==> src/hw/rsct_map.vh <==
// Constants for the serial trim port: command decode, trim field layout, timebase.
// Assumes inclusion by bare name from the design files.
`ifndef RSCT_MAP_VH
`define RSCT_MAP_VH

// =====================================================================
// Addressing of the first byte
// Device code value is arbitrary
`define RSCT_DEV_CODE 4'h6
`define RSCT_CMD_TRIM 3'h3

// =====================================================================
// Trim register layout
`define RSCT_TRIM_RESET 8'h00
`define RSCT_TRIM_RES_BIT 0
`define RSCT_TRIM_STEP_MSB 7
`define RSCT_TRIM_STEP_LSB 1

// =====================================================================
// Divider chain
`define RSCT_TICKS_PER_SEC 17'h08000
`define RSCT_HALF_SEC 17'h04000
`define RSCT_LAST_SEC_COARSE 6'h13
`define RSCT_LAST_SEC_FINE 6'h3b

// =====================================================================
// Write buffer
`define RSCT_FIFO_WIDTH 8
`define RSCT_FIFO_DEPTH 8
`define RSCT_FIFO_AW 3

`endif

==> src/hw/rsct_fifo.v <==
// Flip-flop FIFO with valid/ready on both sides.
// Assumes a single clock and a synchronous active-high reset.
`timescale 1ns/1ps

module rsct_fifo #(
  parameter WIDTH = 8,
  parameter DEPTH = 8,
  parameter AW = 3
) (
  // Clock and reset
  input wire clock,
  input wire srst,
  // Fill side
  input wire in_valid,
  output wire in_ready,
  input wire [WIDTH-1:0] in_data,
  // Drain side
  output wire out_valid,
  input wire out_ready,
  output wire [WIDTH-1:0] out_data
);

  reg [WIDTH-1:0] mem [0:DEPTH-1];
  reg [AW-1:0] wr_ptr;
  reg [AW-1:0] rd_ptr;
  reg [AW:0] count;
  wire push;
  wire pop;
  wire [DEPTH-1:0] wr_sel;

  assign in_ready = (count != DEPTH[AW:0]);
  assign out_valid = (count != {(AW+1){1'b0}});
  assign out_data = mem[rd_ptr];
  assign push = in_valid & in_ready;
  assign pop = out_valid & out_ready;
  // One-hot entry select keeps the per-entry test free of genvar slicing
  assign wr_sel = {{(DEPTH-1){1'b0}}, push} << wr_ptr;

  // =====================================================================
  // Storage
  genvar i;
  generate
    for (i = 0; i < DEPTH; i = i + 1) begin : g_entry
      always @(posedge clock) begin
        if (srst) begin
          mem[i] <= {WIDTH{1'b0}};
        end else if (wr_sel[i]) begin
          mem[i] <= in_data;
        end
      end
    end
  endgenerate

  // =====================================================================
  // Pointers
  always @(posedge clock) begin
    if (srst) begin
      wr_ptr <= {AW{1'b0}};
      rd_ptr <= {AW{1'b0}};
      count <= {(AW+1){1'b0}};
    end else begin
      if (push) begin
        wr_ptr <= (wr_ptr == DEPTH[AW-1:0] - 1'b1) ? {AW{1'b0}} : wr_ptr + 1'b1;
      end
      if (pop) begin
        rd_ptr <= (rd_ptr == DEPTH[AW-1:0] - 1'b1) ? {AW{1'b0}} : rd_ptr + 1'b1;
      end
      if (push && !pop) begin
        count <= count + 1'b1;
      end else if (pop && !push) begin
        count <= count - 1'b1;
      end
    end
  end

endmodule // rsct_fifo

==> src/hw/rsct_top.v <==
// Two-wire target port of a real-time clock with its clock trim register and
// the divider chain that the trim acts on.
// Assumes an open-drain SDA resolved outside, SCL and SDA asynchronous to clock,
// and a one-cycle pulse on tick_32k for every 32.768 kHz oscillator period.
`timescale 1ns/1ps
`include "rsct_map.vh"

module rsct_top (
  // Clock and reset
  input wire clock,
  input wire srst,
  // Two-wire bus
  input wire scl_in,
  input wire sda_in,
  output wire sda_out,
  output wire sda_oe_n,
  // Timebase
  input wire tick_32k,
  output reg clk32k_out,
  output reg pulse_1hz,
  // Status
  output reg [7:0] trim_value,
  output reg busy
);

  localparam [2:0] ST_IDLE = 3'h0;
  localparam [2:0] ST_ADDR = 3'h1;
  localparam [2:0] ST_ACK_A = 3'h2;
  localparam [2:0] ST_WR = 3'h3;
  localparam [2:0] ST_ACK_W = 3'h4;
  localparam [2:0] ST_RD = 3'h5;
  localparam [2:0] ST_ACK_R = 3'h6;

  // =====================================================================
  // Pin synchronisers
  reg scl_s1, scl_s2, scl_s3, sda_s1, sda_s2, sda_s3;
  reg scl_f, sda_f, scl_p, sda_p;
  wire scl_rise, scl_fall, start_det, stop_det;

  always @(posedge clock) begin
    if (srst) begin
      scl_s1 <= 1'b1;
      scl_s2 <= 1'b1;
      scl_s3 <= 1'b1;
      sda_s1 <= 1'b1;
      sda_s2 <= 1'b1;
      sda_s3 <= 1'b1;
      scl_f <= 1'b1;
      sda_f <= 1'b1;
      scl_p <= 1'b1;
      sda_p <= 1'b1;
    end else begin
      scl_s1 <= scl_in;
      scl_s2 <= scl_s1;
      scl_s3 <= scl_s2;
      sda_s1 <= sda_in;
      sda_s2 <= sda_s1;
      sda_s3 <= sda_s2;
      // A level counts only once two stages agree, which rejects single glitches
      if (scl_s2 == scl_s3) begin
        scl_f <= scl_s3;
      end
      if (sda_s2 == sda_s3) begin
        sda_f <= sda_s3;
      end
      scl_p <= scl_f;
      sda_p <= sda_f;
    end
  end

  assign scl_rise = scl_f & ~scl_p;
  assign scl_fall = ~scl_f & scl_p;
  assign start_det = scl_f & scl_p & sda_p & ~sda_f;
  assign stop_det = scl_f & scl_p & ~sda_p & sda_f;

  // =====================================================================
  // Write buffer between the serial port and the trim register
  wire fifo_in_ready, fifo_out_valid, fifo_out_ready;
  wire [7:0] fifo_out_data;
  reg fifo_push;
  reg [7:0] fifo_push_data;

  rsct_fifo #(
    .WIDTH(`RSCT_FIFO_WIDTH),
    .DEPTH(`RSCT_FIFO_DEPTH),
    .AW(`RSCT_FIFO_AW)
  ) u_fifo (
    .clock(clock),
    .srst(srst),
    .in_valid(fifo_push),
    .in_ready(fifo_in_ready),
    .in_data(fifo_push_data),
    .out_valid(fifo_out_valid),
    .out_ready(fifo_out_ready),
    .out_data(fifo_out_data)
  );

  // =====================================================================
  // Serial engine
  reg [2:0] state;
  reg [2:0] bit_cnt;
  reg [7:0] rx_shift;
  reg [7:0] tx_shift;
  reg rw_bit;
  reg drive_low;
  reg master_ack;
  reg byte_done;

  // Open drain: the pad only ever pulls low
  assign sda_out = 1'b0;
  assign sda_oe_n = ~drive_low;

  always @(posedge clock) begin
    if (srst) begin
      state <= ST_IDLE;
      bit_cnt <= 3'h0;
      rx_shift <= 8'h00;
      tx_shift <= 8'h00;
      rw_bit <= 1'b0;
      drive_low <= 1'b0;
      master_ack <= 1'b0;
      byte_done <= 1'b0;
      fifo_push <= 1'b0;
      fifo_push_data <= 8'h00;
      busy <= 1'b0;
    end else begin
      fifo_push <= 1'b0;
      busy <= (state != ST_IDLE);
      if (stop_det) begin
        // Stop ends any access and returns to standby
        state <= ST_IDLE;
        drive_low <= 1'b0;
        bit_cnt <= 3'h0;
        byte_done <= 1'b0;
      end else if (start_det) begin
        // A start mid-byte aborts the old access and begins a new one
        state <= ST_ADDR;
        drive_low <= 1'b0;
        bit_cnt <= 3'h0;
        byte_done <= 1'b0;
      end else begin
        case (state)
          ST_ADDR, ST_WR: begin
            if (scl_rise) begin
              rx_shift <= {rx_shift[6:0], sda_f};
              bit_cnt <= bit_cnt + 3'h1;
              // Bytes count on rises: the fall right after a start carries no bit
              byte_done <= (bit_cnt == 3'h7);
            end else if (scl_fall && byte_done) begin
              byte_done <= 1'b0;
              if (state == ST_ADDR) begin
                if (rx_shift[7:4] == `RSCT_DEV_CODE && rx_shift[3:1] == `RSCT_CMD_TRIM) begin
                  rw_bit <= rx_shift[0];
                  drive_low <= 1'b1;
                  state <= ST_ACK_A;
                end else begin
                  // Foreign code or command: stay off the bus
                  state <= ST_IDLE;
                end
              end else if (fifo_in_ready) begin
                fifo_push <= 1'b1;
                fifo_push_data <= rx_shift;
                drive_low <= 1'b1;
                state <= ST_ACK_W;
              end else begin
                // Buffer full: withholding the ack tells the master to back off
                state <= ST_IDLE;
              end
            end
          end
          ST_ACK_A: begin
            if (scl_fall) begin
              bit_cnt <= 3'h0;
              if (rw_bit) begin
                // First data bit must be on the line before the next rise
                tx_shift <= trim_value;
                drive_low <= ~trim_value[7];
                state <= ST_RD;
              end else begin
                drive_low <= 1'b0;
                state <= ST_WR;
              end
            end
          end
          ST_ACK_W: begin
            if (scl_fall) begin
              drive_low <= 1'b0;
              state <= ST_WR;
            end
          end
          ST_RD: begin
            if (scl_fall) begin
              if (bit_cnt == 3'h7) begin
                // Release so the master can answer on the ninth clock
                drive_low <= 1'b0;
                state <= ST_ACK_R;
              end else begin
                bit_cnt <= bit_cnt + 3'h1;
                tx_shift <= {tx_shift[6:0], 1'b0};
                drive_low <= ~tx_shift[6];
              end
            end
          end
          ST_ACK_R: begin
            if (scl_rise) begin
              master_ack <= ~sda_f;
            end else if (scl_fall) begin
              bit_cnt <= 3'h0;
              if (master_ack) begin
                tx_shift <= trim_value;
                drive_low <= ~trim_value[7];
                state <= ST_RD;
              end else begin
                // No ack ends reading; the master follows with a stop
                state <= ST_IDLE;
              end
            end
          end
          default: begin
            drive_low <= 1'b0;
            state <= ST_IDLE;
          end
        endcase
      end
    end
  end

  // =====================================================================
  // Divider chain with trim
  reg [16:0] tick_cnt;
  reg [5:0] sec_cnt;
  wire [6:0] step;
  wire [5:0] last_sec;
  wire trim_second;
  wire [16:0] sec_len;

  // Undo the bit reversal of the stored step field
  genvar k;
  generate
    for (k = 0; k < 7; k = k + 1) begin : g_rev
      assign step[k] = trim_value[`RSCT_TRIM_STEP_MSB - k];
    end
  endgenerate

  // Window of 20 or 60 seconds by the resolution bit
  assign last_sec = trim_value[`RSCT_TRIM_RES_BIT] ? `RSCT_LAST_SEC_FINE : `RSCT_LAST_SEC_COARSE;
  assign trim_second = (sec_cnt >= last_sec);
  // Two oscillator periods per step in the one altered second gives the
  // 3.052 or 1.017 ppm unit; a positive step shortens it
  assign sec_len = `RSCT_TICKS_PER_SEC - {{9{step[6]}}, step, 1'b0};

  // Trim updates wait outside the altered second so one period never mixes settings
  assign fifo_out_ready = ~trim_second;

  always @(posedge clock) begin
    if (srst) begin
      trim_value <= `RSCT_TRIM_RESET;
      tick_cnt <= 17'h00000;
      sec_cnt <= 6'h00;
      pulse_1hz <= 1'b0;
      clk32k_out <= 1'b0;
    end else begin
      // The oscillator output passes untouched by any trim value
      clk32k_out <= tick_32k;
      if (fifo_out_valid && fifo_out_ready) begin
        trim_value <= fifo_out_data;
      end
      if (tick_32k) begin
        if (tick_cnt + 17'h00001 >= (trim_second ? sec_len : `RSCT_TICKS_PER_SEC)) begin
          tick_cnt <= 17'h00000;
          sec_cnt <= trim_second ? 6'h00 : sec_cnt + 6'h01;
        end else begin
          tick_cnt <= tick_cnt + 17'h00001;
        end
      end
      pulse_1hz <= (tick_cnt < `RSCT_HALF_SEC);
    end
  end

endmodule // rsct_top

==> config.mk <==
export PLATFORM = sky130hd
export DESIGN_NAME = rsct_top
export DESIGN_NICKNAME = d
export VERILOG_FILES = /design/src/hw/rsct_fifo.v /design/src/hw/rsct_top.v
export VERILOG_INCLUDE_DIRS = /design/src /design/src/hw
export SDC_FILE = /design/constraint.sdc
export NUM_CORES = 1
export LEC_CHECK = 0
export BUFFER_PORTS_ARGS = -buffer_cell sky130_fd_sc_hd__buf_2
export CORE_MARGIN = 5
export CORE_UTILIZATION = 40
export CTS_BUF_LIST = sky130_fd_sc_hd__clkbuf_4 sky130_fd_sc_hd__clkbuf_8
export DETAILED_ROUTE_END_ITERATION = 10
export PLACE_DENSITY_LB_ADDON = 0.2
export SYNTH_ARGS = -nofsm -noshare
export SYNTH_HDL_FRONTEND = slang
export SYNTH_SLANG_ARGS = --single-unit
==> constraint.sdc <==
create_clock -name clock -period 5.4 [get_ports clock]
set_input_delay 0 -clock clock [delete_from_list [all_inputs] [get_ports clock]]
set_output_delay 0 -clock clock [all_outputs]
set_load 0.02 [all_outputs]
After elaboration in Yosys (flattened, before gate mapping)
Memory sizes are Yosys's and may differ from the RTL's. A register that Yosys moved wholly into a read port is not among the register bits.
Index checks and enable logic that the tools add are counted.

cells by class
  $lt $le $gt $ge = 3
  shift operators = 1
  equal/unequal tests = 36
  multiplexer cells = 88
  reductions and logical operators = 28
  $add $sub $neg = 8
  bitwise logic cells = 31

operators with widths
  cell                    count
  $mux 8                  8
  $mux 3                  19
  $mux 7                  7
  $mux 1                  43
  $mux 17                 2
  $ne 3x3->1 const B      9
  $ne 2x2->1 const B      12
  $pmux 7 s3              1
  $reduce_and 10->1       2
  $eq 3x3->1 const B      6
  $add 17x1->17 const B   1
  $ge 17x17->1            1
  $lt 17x15->1 const B    1
  $sub 16x17->17 const A  1
  $reduce_and 8->1        2
  $pmux 3 s5              1
  $not 1->1               14
  $reduce_and 7->1        2
  $mux 6                  2
  $pmux 3 s4              1
  $add 3x1->3 const B     3
  $and 1x1->1             9
  $eq 3x2->1 const B      3
  $mux 4                  2
  24 further kinds        43

word-level totals
  input port bits = 5
  memories = 1
  memory bits (writable) = 64
  register bits after elaboration = 80
  word-level logic and storage cells = 225

memories
  name        words  bits a word  read ports  clocked after Yosys merged registers in  wr ports  line            source
  u_fifo.mem  8      8            1           1                                        8         rsct_fifo.v:23  reg [WIDTH-1:0] mem [0:DEPTH-1];

Longest topological paths before layout
Gate-level depths: netlist of the first run.

  word-level depth = 8
  gate-level depth with buffers = 14
  gate-level depth less buffers = 14

By module
From an unflattened synthesis of the first run, not the netlist that was laid out.

unflattened totals
  cell total of the unflattened synthesis = 786
  area total of the unflattened synthesis = 7698.6 µm²

modules (own cells, without submodules)
  module     area an instance (µm²)  cells each  instances  sequential area each (µm²)
  rsct_top   4187.8                  527         1          1561.5
  rsct_fifo  3510.9                  259         1          2182.1

Worst setup path after synthesis of the first run
No wires, ideal clock.

  path kind = register to register
  start = register trim_value[0] (read register of u_fifo.mem)
  end = register sec_cnt[5]
  arrival = 3053 ps
  period minus slack after synthesis = 3171 ps
  path slack = 2229 ps
  cell stages (with the launch flop) = 15
  path through = dfxtp_1 inv_1 ha_1 o211ai_1 o21ba_2 nor2_1 o21ai_0 ha_1 a211o_1 a21oi_1 o211ai_1 o21ai_1 buf_2 a21oi_2 a32o_1

between the ends
  cells in the longest elaborated chain, start to end = 5
  elaborated cells between the ends (all ways) = 6
  classes of those cells = 2 x order compare; 3 x mux; 1 x reduce/logical

RTL lines
  element                            line            source
  from (decl)                        rsct_top.v:22   output reg [7:0] trim_value,
  $mux 6 (no source line) *          -
  $ge 6x6->1 *                       rsct_top.v:247  assign trim_second = (sec_cnt >= last_sec);
  $mux 17 (no source line)           -
  $ge 17x17->1                       rsct_top.v:269  if (tick_cnt + 17'h00001 >= (trim_second ? sec_len : `RSCT_TICKS_PER_SEC)) begin
  $reduce_and 2->1 (no source line)  -
  to (signal assigned)               rsct_top.v:271  sec_cnt <= trim_second ? 6'h00 : sec_cnt + 6'h01;
  to (decl)                          rsct_top.v:231  reg [5:0] sec_cnt;

Mark *: on every way between the ends. The rest lies on a longest branch, timed or not.
A chain may end at the register's enable or synchronous reset.

Final worst setup path of the first run
  start = register trim_value[0] (read register of u_fifo.mem)
  end = register u_fifo.count[3]

between the ends
  cells in the longest elaborated chain, start to end = 7
  elaborated cells between the ends (all ways) = 9
  classes of those cells = 1 x order compare; 2 x mux; 2 x bitwise; 4 x reduce/logical

RTL lines
  element                                             line            source
  $mux 6 (no source line) *                           -
  $ge 6x6->1 *                                        rsct_top.v:247
  $not 1->1 *                                         rsct_top.v:253  assign fifo_out_ready = ~trim_second;
  $and 1x1->1 *                                       rsct_fifo.v:35  assign pop = out_valid & out_ready;
  $logic_not 1->1                                     rsct_fifo.v:68  if (push && !pop) begin
  $logic_and 1x1->1                                   rsct_fifo.v:68
  $mux 4 / $reduce_bool 2->1 (equally long branches)  -
  to (signal assigned)                                rsct_fifo.v:60  count <= {(AW+1){1'b0}};
  to (signal assigned)                                rsct_fifo.v:69  count <= count + 1'b1;
  to (signal assigned)                                rsct_fifo.v:71  count <= count - 1'b1;
  to (decl)                                           rsct_fifo.v:26  reg [AW:0] count;

Marks and branches as above.

==> flow_metrics.env, run 1 <==
export IMPL_placed_cell_area_um2=8123
export IMPL_cts_tree="yes"
export IMPL_synth_ff_type="dfxtp_1"
export IMPL_core_area_um2=19400
export IMPL_cts_buffer_depth=2
export IMPL_power_density_nw_per_um2=339.3
export IMPL_antenna_found_initial=0
export IMPL_overflow=0
export IMPL_drive_gt1_frac=0.1283
export IMPL_netlist_top_cells_count="88 x dfxtp_1, 72 x nor2_1, 67 x and2_1"
export IMPL_viasPerCell=5.351
export IMPL_r2r_cells=14
export IMPL_fmax_mhz=265.1
export IMPL_yosys_top_cells_area="edfxtp_1 25%, dfxtp_1 22%, and2_1 5.3%"
export IMPL_slew_violations=0
export IMPL_dpl_hpwl_um=12060
export IMPL_synth_top_area_frac=0.2452
export IMPL_crit_fanout=19
export IMPL_p_leak_nw=3.169
export IMPL_status="complete, no violations"
export IMPL_async_reset_ff_frac=0
export IMPL_r2r_start="trim_value[0]"
export IMPL_start_kind="flop"
export IMPL_synth_edff_count=64
export IMPL_antennaDiodeCount=0
export IMPL_yosysSeqAreaShare=0.4699
export IMPL_grt_usage=0.1654
export IMPL_worstReg2RegEnd="u_fifo.count[3]"
export IMPL_die_area_um2=22500
export IMPL_final_cell_area_um2=8611
export IMPL_wl_per_cell_um=16.61
export IMPL_wirelength_um=17470
export IMPL_syn_avg_cell_area_um2=10.27
export IMPL_fin_skew_ns=0.02362
export IMPL_yosysWarnings=0
export IMPL_initial_core_util=0.4041
export IMPL_post_route_period_util=0.6985
export IMPL_area_growth_pct=9.848
export IMPL_hold_violations=0
export IMPL_syn_nets=799
export IMPL_min_period_ns=3.772
export IMPL_peakVddDrop_mv=0.1699
export IMPL_min_path_cells=3
export IMPL_yosysTopAreaCell="edfxtp_1"
export IMPL_cts_root_buf="clkbuf_8"
export IMPL_die_x_um=150.0
export IMPL_path_class="reg -> reg"
export IMPL_timing_setup_tns_ns=0
export IMPL_tightest_slew_ns=0.9596
export IMPL_cts_setup_buffers=0
export IMPL_hold_path_class="in -> reg"
export IMPL_cp_data_arrival_time_ns=4.14
export IMPL_nNetsFinal=810
export IMPL_place_congestion=0.8076
export IMPL_first_pass_iters=5
export IMPL_reg2reg_slack_ns=1.63
export IMPL_p_total_w=0.002921
export IMPL_clock_sink_count=152
export IMPL_syn_cell_area_um2=7839
export IMPL_ant_nets=0
export IMPL_std_cell_rows=51
export IMPL_drc=0
export IMPL_cap_viol_max_count=0
export IMPL_ys_ff_latch=152
export IMPL_first_iter_violations=261
export IMPL_grt_pass1_vias=5628
export IMPL_fill_cells=1890
export IMPL_insertion_delay_ns=0.46
export IMPL_io_buffers=16
export IMPL_setup_viol=0
export IMPL_fin_util=0.4439
export IMPL_rsz0062_at_grt="false"
export IMPL_syn_inst=763
export IMPL_grt_pass1_wl_um=29280
export IMPL_chipHeight_um=150.0
export IMPL_ios=18
export IMPL_vias=5629
export IMPL_slew_headroom=0.3594
export IMPL_min_from="tick_32k"
export IMPL_post_synth_top_count_cell="dfxtp_1"
export IMPL_critical_path_required_ns=5.77
export IMPL_cts_made_buffers=17
export IMPL_clkTransAtPathRegs_ns=0.09
export IMPL_grt_max_degree=73
export IMPL_htreeDepth=4
export IMPL_hold_end="tick_cnt[7]"
export IMPL_cp_end_kind="flop"
export IMPL_synth_cell_type_count=72
-- report_power, final --
part | total, W | switching, W | internal [W] | leakage, nW
clock network | 0.000956 | 0.000453 | 0.000503 | 0.221
logic | 0.000608 | 0.000347 | 0.000260 | 1.55
registers | 0.00136 | 0.0000985 | 0.00126 | 1.40
total | 0.00292 | 0.000899 | 0.00202 | 3.17
-- cells in the final DEF, fill, tap and decap left out, types with 11 or more instances in the layout --
cell type   n
a211oi_1   11
a21oi_1    41
and2_1     67
buf_2      16
buf_4      12
clkbuf_8   19
dfxtp_1    88
edfxtp_1   64
ha_1       30
inv_1      16
mux2i_1    30
mux4_2     16
nand2_1    39
nand2b_1   18
nand3_1    27
nand4_1    15
nor2_1     72
nor3_1     15
o211ai_1   12
o21ai_0    34
xnor2_1    12
-- what timing repair did --
| action | 4_1_cts | 5_1_grt |
|---|---|---|
| gates resized for setup | 0 | 0 |
| endpoints found under the hold margin | 9 | 0 |
| hold buffers | 5 | 0 |
-- through the flow --
step / hold slack (ns) / setup slack [ns] / instances
finish: 0.1294 / 1.628 / 1052
global route: 0.1420 / 1.308 / 1052
CTS: 0.09553 / 1.669 / 1052
detailed placement: 0.1844 / 1.696 / 1015
global placement: 0.1851 / 1.888 / 1015
floorplan: 0.1038 / 2.229 / 763
-- sequential cells by signal (all words and copies together), names as in the netlist, 3 cells and up --
name / flops
u_fifo.mem: 64
tick_cnt: 17
fifo_push_data: 8
rx_shift: 8
trim_value: 8
tx_shift: 7
sec_cnt: 6
u_fifo.count: 4
bit_cnt: 3
state: 3
u_fifo.rd_ptr: 3
u_fifo.wr_ptr: 3
-- final cells by class --
| cell class | instances | area, µm² | area share |
|---|---|---|---|
| well taps | 265 | 331.6 | 0.03851 |
| inverters | 16 | 60.06 | 0.006975 |
| flip-flops and latches | 152 | 3684 | 0.4278 |
| repair buffers | 33 | 220.2 | 0.02557 |
| clock buffers | 21 | 276.5 | 0.03211 |
| multi-input cells | 554 | 3877 | 0.4503 |
| clock inverters | 11 | 161.4 | 0.01874 |
-- worst max path at each step --
stage	start	endpoint	slack [ns]	depth (start not counted)
2_1_floorplan	trim_value[0]	sec_cnt[5]	2.23	14
3_3_place_gp	trim_value[0]	u_fifo.count[3]	1.89	14
3_5_place_dp	trim_value[0]	u_fifo.count[3]	1.70	14
4_1_cts	trim_value[0]	u_fifo.count[3]	1.67	14
5_1_grt	trim_value[0]	u_fifo.count[3]	1.31	14
6_report	trim_value[0]	u_fifo.count[3]	1.63	14
-- kinds of logic after synthesis --
group	after synthesis	synth area share
simple gates	312	0.2179
flops	152	0.4699
compound gates	142	0.1160
buf+inv	57	0.03544
mux	46	0.08428
fa+ha+maj	31	0.05044
xor+xnor	22	0.02554
other cells	1	0.0004784
-- critical path, cell delays in order (launching register included) --
cell      delay [ns]
dfxtp_1         0.38
inv_1           0.08
ha_1            0.29
o211ai_1        0.26
o21bai_1        0.29
a21oi_2         0.64
inv_1           0.20
ha_1            0.28
inv_1           0.13
ha_1            0.24
a21o_1          0.18
a21oi_1         0.17
xnor2_1         0.10
or3_1           0.32
a21oi_1         0.14
-- layer usage --
| layer | share of wire | wire, µm | vias to the layer above | GRT usage |
|---|---|---|---|---|
| li1 | - | - | 2790 | - |
| met1 | 0.46 | 8011 | 2746 | 0.2142 |
| met2 | 0.50 | 8818 | 80 | 0.2820 |
| met3 | 0.027 | 475 | 13 | 0.03695 |
| met4 | 0.0094 | 164 | 0 | 0.03934 |
| met5 | 0 | 0 | - | 0 |
No activity file was read; power rests on OpenSTA's default activity.
==> run 2: changes to the inputs <==
- ABC_AREA: not set -> 1
- clock period: 5.4 -> 3.3 ns (I/O delays scaled with it)
==> run 2 against run 1 <==
Compared with the run above:
- combinational power grew 130%
- synthesized cell count grew 21%
- total power grew 78%
- die area shrank 3.9%
- hold slack lost 0.088 ns
- via count grew 6.4%
- register-to-register slack lost 1.3 ns
- routed wire length grew 1.6%
- critical path type unchanged
==> flow_metrics.env, run 2 <==
export IMPL_switchingPower_w=0.001795
export IMPL_hold_path_class="in -> reg"
export IMPL_ios=18
export IMPL_cts_tree="yes"
export IMPL_first_iter_violations=519
export IMPL_drc=0
export IMPL_clock_power_share=0.303
export IMPL_min_period_ns=2.924
export IMPL_drive_gt1_frac=0.09573
export IMPL_fin_skew_ns=0.01332
export IMPL_fmax_mhz=341.9
export IMPL_synth_edff_count=64
export IMPL_insertion_delay_ns=0.46
export IMPL_io_buffers=16
export IMPL_p_leak_nw=3.321
export IMPL_critPathSlowestCell="dfxtp_1"
export IMPL_final_cell_mix="184 x nor2_1, 125 x nand2_1, 90 x inv_1, 90 x o21ai_0, 88 x dfxtp_1"
export IMPL_cap_viol_max_count=0
export IMPL_die_area_um2=21620
export IMPL_slew_violations=0
export IMPL_yosys_top_cells_area="edfxtp_1 26%, dfxtp_1 23%, nor2_1 9.2%"
export IMPL_viasPerCell=5.014
export IMPL_clkTransAtPathRegs_ns=0.08
export IMPL_chipHeight_um=147.0
export IMPL_antenna_found_initial=0
export IMPL_yosysSeqAreaShare=0.4903
export IMPL_overflow=0
export IMPL_grt_usage=0.1697
export IMPL_worst_path_buf_inv=2
export IMPL_cts_root_buf="clkbuf_8"
export IMPL_synth_ff_type="dfxtp_1"
export IMPL_largest_reg_flops=64
export IMPL_initial_core_util=0.4043
export IMPL_path_class="reg -> reg"
export IMPL_netlist_top_cells_count="184 x nor2_1, 125 x nand2_1, 90 x inv_1, 90 x o21ai_0, 88 x dfxtp_1"
export IMPL_rsz0062_at_grt="false"
export IMPL_top_register="u_fifo.mem"
export IMPL_grt_pass1_wl_um=29210
export IMPL_crit_top_cell="nand2_1"
export IMPL_start_kind="flop"
export IMPL_swShare=0.3445
export IMPL_post_synth_top_count_cell="nor2_1"
export IMPL_post_route_period_util=0.8862
export IMPL_pwr_share_seq=0.431
export IMPL_syn_avg_cell_area_um2=8.121
export IMPL_holdWs_ns=0.04139
export IMPL_grt_pass1_vias=5578
export IMPL_dpl_hpwl_um=12330
export IMPL_die_x_um=147.0
export IMPL_yosys_area_share_simple=0.2217
export IMPL_std_cell_rows=50
export IMPL_yosysWarnings=0
export IMPL_wirelength_um=17750
export IMPL_antennaDiodeCount=0
export IMPL_wl_per_cell_um=14.85
export IMPL_first_pass_iters=4
export IMPL_syn_nets=961
export IMPL_power_density_nw_per_um2=625.8
export IMPL_cp_data_arrival_time_ns=3.28
export IMPL_setup_viol=0
export IMPL_placed_cells=1161
export IMPL_synth_cell_type_count=45
export IMPL_clock_sink_count=152
export IMPL_synth_top_area_frac=0.2558
export IMPL_synth_mux_area_frac=0
export IMPL_syn_inst=925
export IMPL_cts_setup_buffers=0
export IMPL_syn_cell_area_um2=7512
export IMPL_vias=5992
export IMPL_max_stage_delay_ns=0.34
export IMPL_ys_ff_latch=152
export IMPL_reg_largest_list="u_fifo.mem x64, tick_cnt x17"
export IMPL_final_cells=1195
export IMPL_crit_fanout=9
export IMPL_path_delay_family="simple AND/OR/NAND/NOR gates"
export IMPL_p_int_w=0.003415
export IMPL_synth_top_family_by_area="simple AND/OR/NAND/NOR gates"
export IMPL_critical_path_required_ns=3.65
export IMPL_synth_compound_area_frac=0.1406
export IMPL_ant_nets=0
export IMPL_area_growth_pct=10.84
export IMPL_tightest_slew_ns=0.7365
export IMPL_synth_fa_ha_area_frac=0.05263
export IMPL_yosysTopAreaCell="edfxtp_1"
export IMPL_nNetsFinal=984
export IMPL_synthXorXnorAreaFrac=0.02215
export IMPL_path_cells="inv_1, ha_1, nand2_1, nor2_1, inv_1, nor2_1, nand2_1, ha_1, or2_2, ha_1, nand2_1, nor2_1, nand4_1, nand3_1, nor2_2, nand3_2, nand2_2, nand2_1, nand2_1, nor2_1"
export IMPL_cp_end_kind="flop"
export IMPL_status="complete, no violations"
export IMPL_fin_util=0.4481
export IMPL_final_common_cell="nor2_1"
export IMPL_slew_headroom=0.5083
export IMPL_cts_made_buffers=17
export IMPL_async_reset_ff_frac=0
export IMPL_grt_max_degree=47
export IMPL_timing_setup_tns_ns=0
export IMPL_peakVddDrop_mv=0.2923
export IMPL_place_congestion=0.8599
export IMPL_core_area_um2=18580
export IMPL_htreeDepth=4
export IMPL_hold_violations=0
export IMPL_cts_buffer_depth=2
export IMPL_pwr_share_comb=0.266
run 2: changes by cell type after synthesis, sizes merged, moves of 13 or more:
| cell | before | now |
|---|---|---|
| nor2 | 73 | 187 |
| nand2 | 39 | 128 |
| inv | 16 | 92 |
| and2 | 67 | 2 |
| o21ai | 36 | 92 |
| mux2i | 30 | 0 |
| nand2b | 18 | 0 |
| mux4 | 16 | 0 |
| o22ai | 1 | 16 |
| a21oi | 44 | 57 |
run 2: worst register-to-register path: stages, from the launching register on:
cell and delay [ns]:
dfxtp_1 0.34, inv_1 0.11, ha_1 0.17, nand2_1 0.07, nor2_1 0.09, inv_1 0.07
nor2_1 0.08, nand2_1 0.11, ha_1 0.28, or2_2 0.29, ha_1 0.27, nand2_1 0.10
nor2_1 0.06, nand4_1 0.08, nand3_1 0.08, nor2_2 0.12, nand3_2 0.15, nand2_2 0.19
nand2_1 0.07, nand2_1 0.06, nor2_1 0.04
run 2: final timing paths:
path                               endpoint  depth (start not counted)          start  slack, ns
worst max-delay path             sec_cnt[3]                         20  trim_value[7]       0.38
worst max register to register   sec_cnt[3]                         20  trim_value[7]       0.38
worst min register to register       scl_s2                          1         scl_s1       0.42
worst min-delay path            tick_cnt[5]                          3       tick_32k       0.04
run 2: cell families (layout without fill, tap and decap cells):
family          count (synthesis)  after routing
buf+inv                       135            171
flops                         152            152
xor+xnor                       19             19
other cells                     1              1
simple gates                  393            393
fa+ha+maj                      31             31
compound gates                194            194
run 2: per-stage QoR:
step / instance area, µm² / power (W) / setup slack, ns
after detailed placement: 7869 / 0.003675 / 0.1653
after global routing: 8327 / 0.005546 / 0.05153
after CTS: 8324 / 0.005256 / 0.1411
final: 8327 / 0.005211 / 0.3756
after global placement: 7869 / 0.003667 / 0.2239
after floorplan: 7512 / 0.003242 / 0.3106
run 2: layer usage:
metal  vias to the layer above  wire, µm  track usage
met5                         -         0            0
met4                         0       259      0.05079
met3                        14       652      0.03609
met2                       107      8096       0.2645
met1                      2723      8737       0.2385
li1                       3148         -            -
run 2: power by group through the flow:
stage	Sequential (W)	Combinational (W)	Clock (W)
2_1_floorplan	0.00229	0.000951	0
5_1_grt	0.00227	0.00157	0.00171
6_report	0.00224	0.00139	0.00158
3_5_place_dp	0.00229	0.00139	0
3_3_place_gp	0.00229	0.00138	0
4_1_cts	0.00224	0.00140	0.00162
run 2: layout make-up:
cell class	instances	area, µm²
clock buffers	21	264.0
clock inverters	11	171.4
fillers	1816	10250
inverters	102	382.9
multi-input cells	638	3289
flip-flops and latches	152	3684
well taps	234	292.8
repair buffers	37	242.7
run 2: what timing repair did:
action,in CTS,in global routing
hold buffers,2,0
resized for setup,0,2
hold endpoints to repair,2,0
endpoints found under the setup margin,0,15
==> run 3: changes to the inputs <==
- ABC_AREA: 1 -> not set
- CORE_UTILIZATION: 40 -> 50
==> run 3 against run 2 <==
Compared with the run above:
- register-to-register slack got worse by 0.31 ns
- first-iteration DRC count decreased by 25%
- cell count decreased by 15%
- fmax decreased by 9.5%
- via count decreased by 3.6%
- hold slack improved by 0.083 ns
- non-clock buffer count increased by 15
- routed wire length decreased by 2.9%
- sequential power decreased by 3%
- clock power about the same
- largest cell class is now multi-input gates
- design area increased by 5.1%
- clock-buffer cell count decreased by 1
==> flow_metrics.env, run 3 (synthesized netlist as in run 1, its figures left out) <==
export IMPL_cts_tree="yes"
export IMPL_first_iter_violations=388
export IMPL_start_kind="flop"
export IMPL_placed_cell_area_um2=8205
export IMPL_fin_skew_ns=0.007522
export IMPL_critPathSlowestCell="dfxtp_2"
export IMPL_nNetsFinal=829
export IMPL_io_buffers=16
export IMPL_power_density_nw_per_um2=551.5
export IMPL_cts_buffer_depth=2
export IMPL_drc=0
export IMPL_insertion_delay_ns=0.45
export IMPL_grt_pass1_wl_um=28440
export IMPL_route_met3_wl_um=538
export IMPL_ant_nets=0
export IMPL_slew_violations=0
export IMPL_place_congestion=0.8442
export IMPL_setup_viol=0
export IMPL_wirelength_um=17240
export IMPL_clock_power_share=0.324
export IMPL_status="complete, no violations"
export IMPL_core_area_um2=15310
export IMPL_hold_path_class="in -> reg"
export IMPL_antenna_found_initial=0
export IMPL_min_path_cells=3
export IMPL_path_class="reg -> reg"
export IMPL_fmax_mhz=309.4
export IMPL_p_total_w=0.004829
export IMPL_p_int_w=0.003407
export IMPL_vias=5778
export IMPL_critical_path_cell_count=13
export IMPL_grt_pass1_vias=5672
export IMPL_drt_met1_wl_um=7790
export IMPL_wl_met2_um=8508
export IMPL_crit_fanout=6
export IMPL_cp_data_arrival_time_ns=3.62
export IMPL_final_cell_area_um2=8755
export IMPL_max_stage_delay_ns=0.39
export IMPL_slew_headroom=0.3824
export IMPL_top_register="u_fifo.mem"
export IMPL_pwr_share_comb=0.224
export IMPL_final_cell_mix="85 x dfxtp_1, 70 x nor2_1, 67 x and2_1"
export IMPL_grt_max_degree=62
export IMPL_peakVddDrop_mv=0.2905
export IMPL_chipHeight_um=135.2
export IMPL_largest_reg_flops=64
export IMPL_worst_path_buf_inv=1
export IMPL_fin_ws_ns=0.06810
export IMPL_cap_viol_max_count=0
export IMPL_cts_root_buf="clkbuf_8"
export IMPL_pwr_share_seq=0.452
export IMPL_drive_gt1_frac=0.1687
export IMPL_critical_path_required_ns=3.69
export IMPL_std_cell_rows=45
export IMPL_clock_sink_count=152
export IMPL_final_cells=1017
export IMPL_wl_per_cell_um=16.95
export IMPL_cp_end_kind="flop"
export IMPL_placed_cells=981
export IMPL_first_pass_iters=6
export IMPL_initial_core_util=0.5118
export IMPL_die_area_um2=18280
export IMPL_antennaDiodeCount=0
export IMPL_p_leak_nw=3.305
export IMPL_swShare=0.2944
export IMPL_dpl_hpwl_um=11830
export IMPL_min_period_ns=3.232
export IMPL_hold_violations=0
export IMPL_switchingPower_w=0.001422
export IMPL_grt_usage=0.1953
export IMPL_ios=18
export IMPL_viasPerCell=5.681
export IMPL_r2r_cells=13
export IMPL_reg_largest_list="u_fifo.mem x64, tick_cnt x17"
export IMPL_rsz0062_at_grt="true"
export IMPL_path_cells="ha_1, nand2_1, or2_4, nor4_4, xor2_1, ha_1, a21o_1, a21oi_2, o41ai_4, buf_4, or2_2, a211o_1, a21oi_2"
export IMPL_final_common_cell="dfxtp_1"
export IMPL_htreeDepth=4
export IMPL_highest_layer="met4"
export IMPL_overflow=0
export IMPL_fill_cells=1338
export IMPL_tightest_slew_ns=0.9193
export IMPL_die_x_um=135.2
export IMPL_clkTransAtPathRegs_ns=0.09
export IMPL_timing_setup_tns_ns=0
export IMPL_dp_slack_ns=0.01728
export IMPL_post_route_period_util=0.9794
export IMPL_path_delay_family="simple AND/OR/NAND/NOR gates"
export IMPL_area_growth_pct=11.68
export IMPL_cts_made_buffers=17
[run 3: cell count changes in the layout (fill, tap and decap cells not counted), moves of 16 or more]
cell,previous run,this run
nor2_1,184,70
nand2_1,125,39
inv_1,90,16
and2_1,1,67
o21ai_0,90,34
mux2i_1,0,30
a21oi_1,57,38
nand2b_1,0,18
mux4_2,0,16
[run 3: layout make-up]
| cell class | instances | area [µm²] | share of cell area |
|---|---|---|---|
| repair buffers | 52 | 361.6 | 0.04130 |
| clock inverters | 12 | 171.4 | 0.01958 |
| inverters | 16 | 60.06 | 0.006860 |
| flip-flops and latches | 152 | 3687 | 0.4212 |
| well taps | 211 | 264.0 | 0.03016 |
| clock buffers | 20 | 269.0 | 0.03073 |
| multi-input cells | 554 | 3941 | 0.4502 |
[run 3: worst min-delay path: cells and delay by family]
| kind | cells | cell delay, ns |
|---|---|---|
| buffers and inverters | 1 | 0.31 |
| AO/OA/AOI/OAI | 1 | 0.06 |
| AND/OR/NAND/NOR | 1 | 0.16 |
[run 3: power by group through the flow]
stage	Combinational, W	Clock [W]	Sequential, W
2_1_floorplan	0.000713	0	0.00225
3_3_place_gp	0.00105	0	0.00222
3_5_place_dp	0.00108	0	0.00223
4_1_cts	0.00109	0.00159	0.00218
5_1_grt	0.00120	0.00167	0.00220
6_report	0.00108	0.00157	0.00218
[run 3: path summary, 6_finish.rpt]
path,startpoint,to,slack (ns)
setup / recovery,tick_cnt[0],tick_cnt[11],0.07
hold reg to reg,scl_s1,scl_s2,0.43
setup reg to reg,tick_cnt[0],tick_cnt[11],0.07
hold / removal,tick_32k,tick_cnt[12],0.12
[run 3: what timing repair did]
action                                  CTS  global route
hold buffers                              3             0
endpoints found under the setup margin    3            23
pin swaps                                 0             4
setup buffers                             0             1
gates resized for setup                   2            16
hold endpoints to repair                  8             0
[run 3: layer usage]
metal / global-route usage / up-vias
met3: 0.03640 / 34
met4: 0.07839 / 0
li1: - / 2819
met1: 0.2505 / 2794
met5: 0 / -
met2: 0.3272 / 131
[run 3: metrics by stage]
stage / hold slack [ns] / util
after floorplan: 0.1038 / -
after global placement: 0.1870 / 0.5358
after detailed placement: 0.1889 / 0.5358
after CTS: 0.08869 / 0.5667
after global routing: 0.1338 / 0.5717
final: 0.1247 / 0.5717
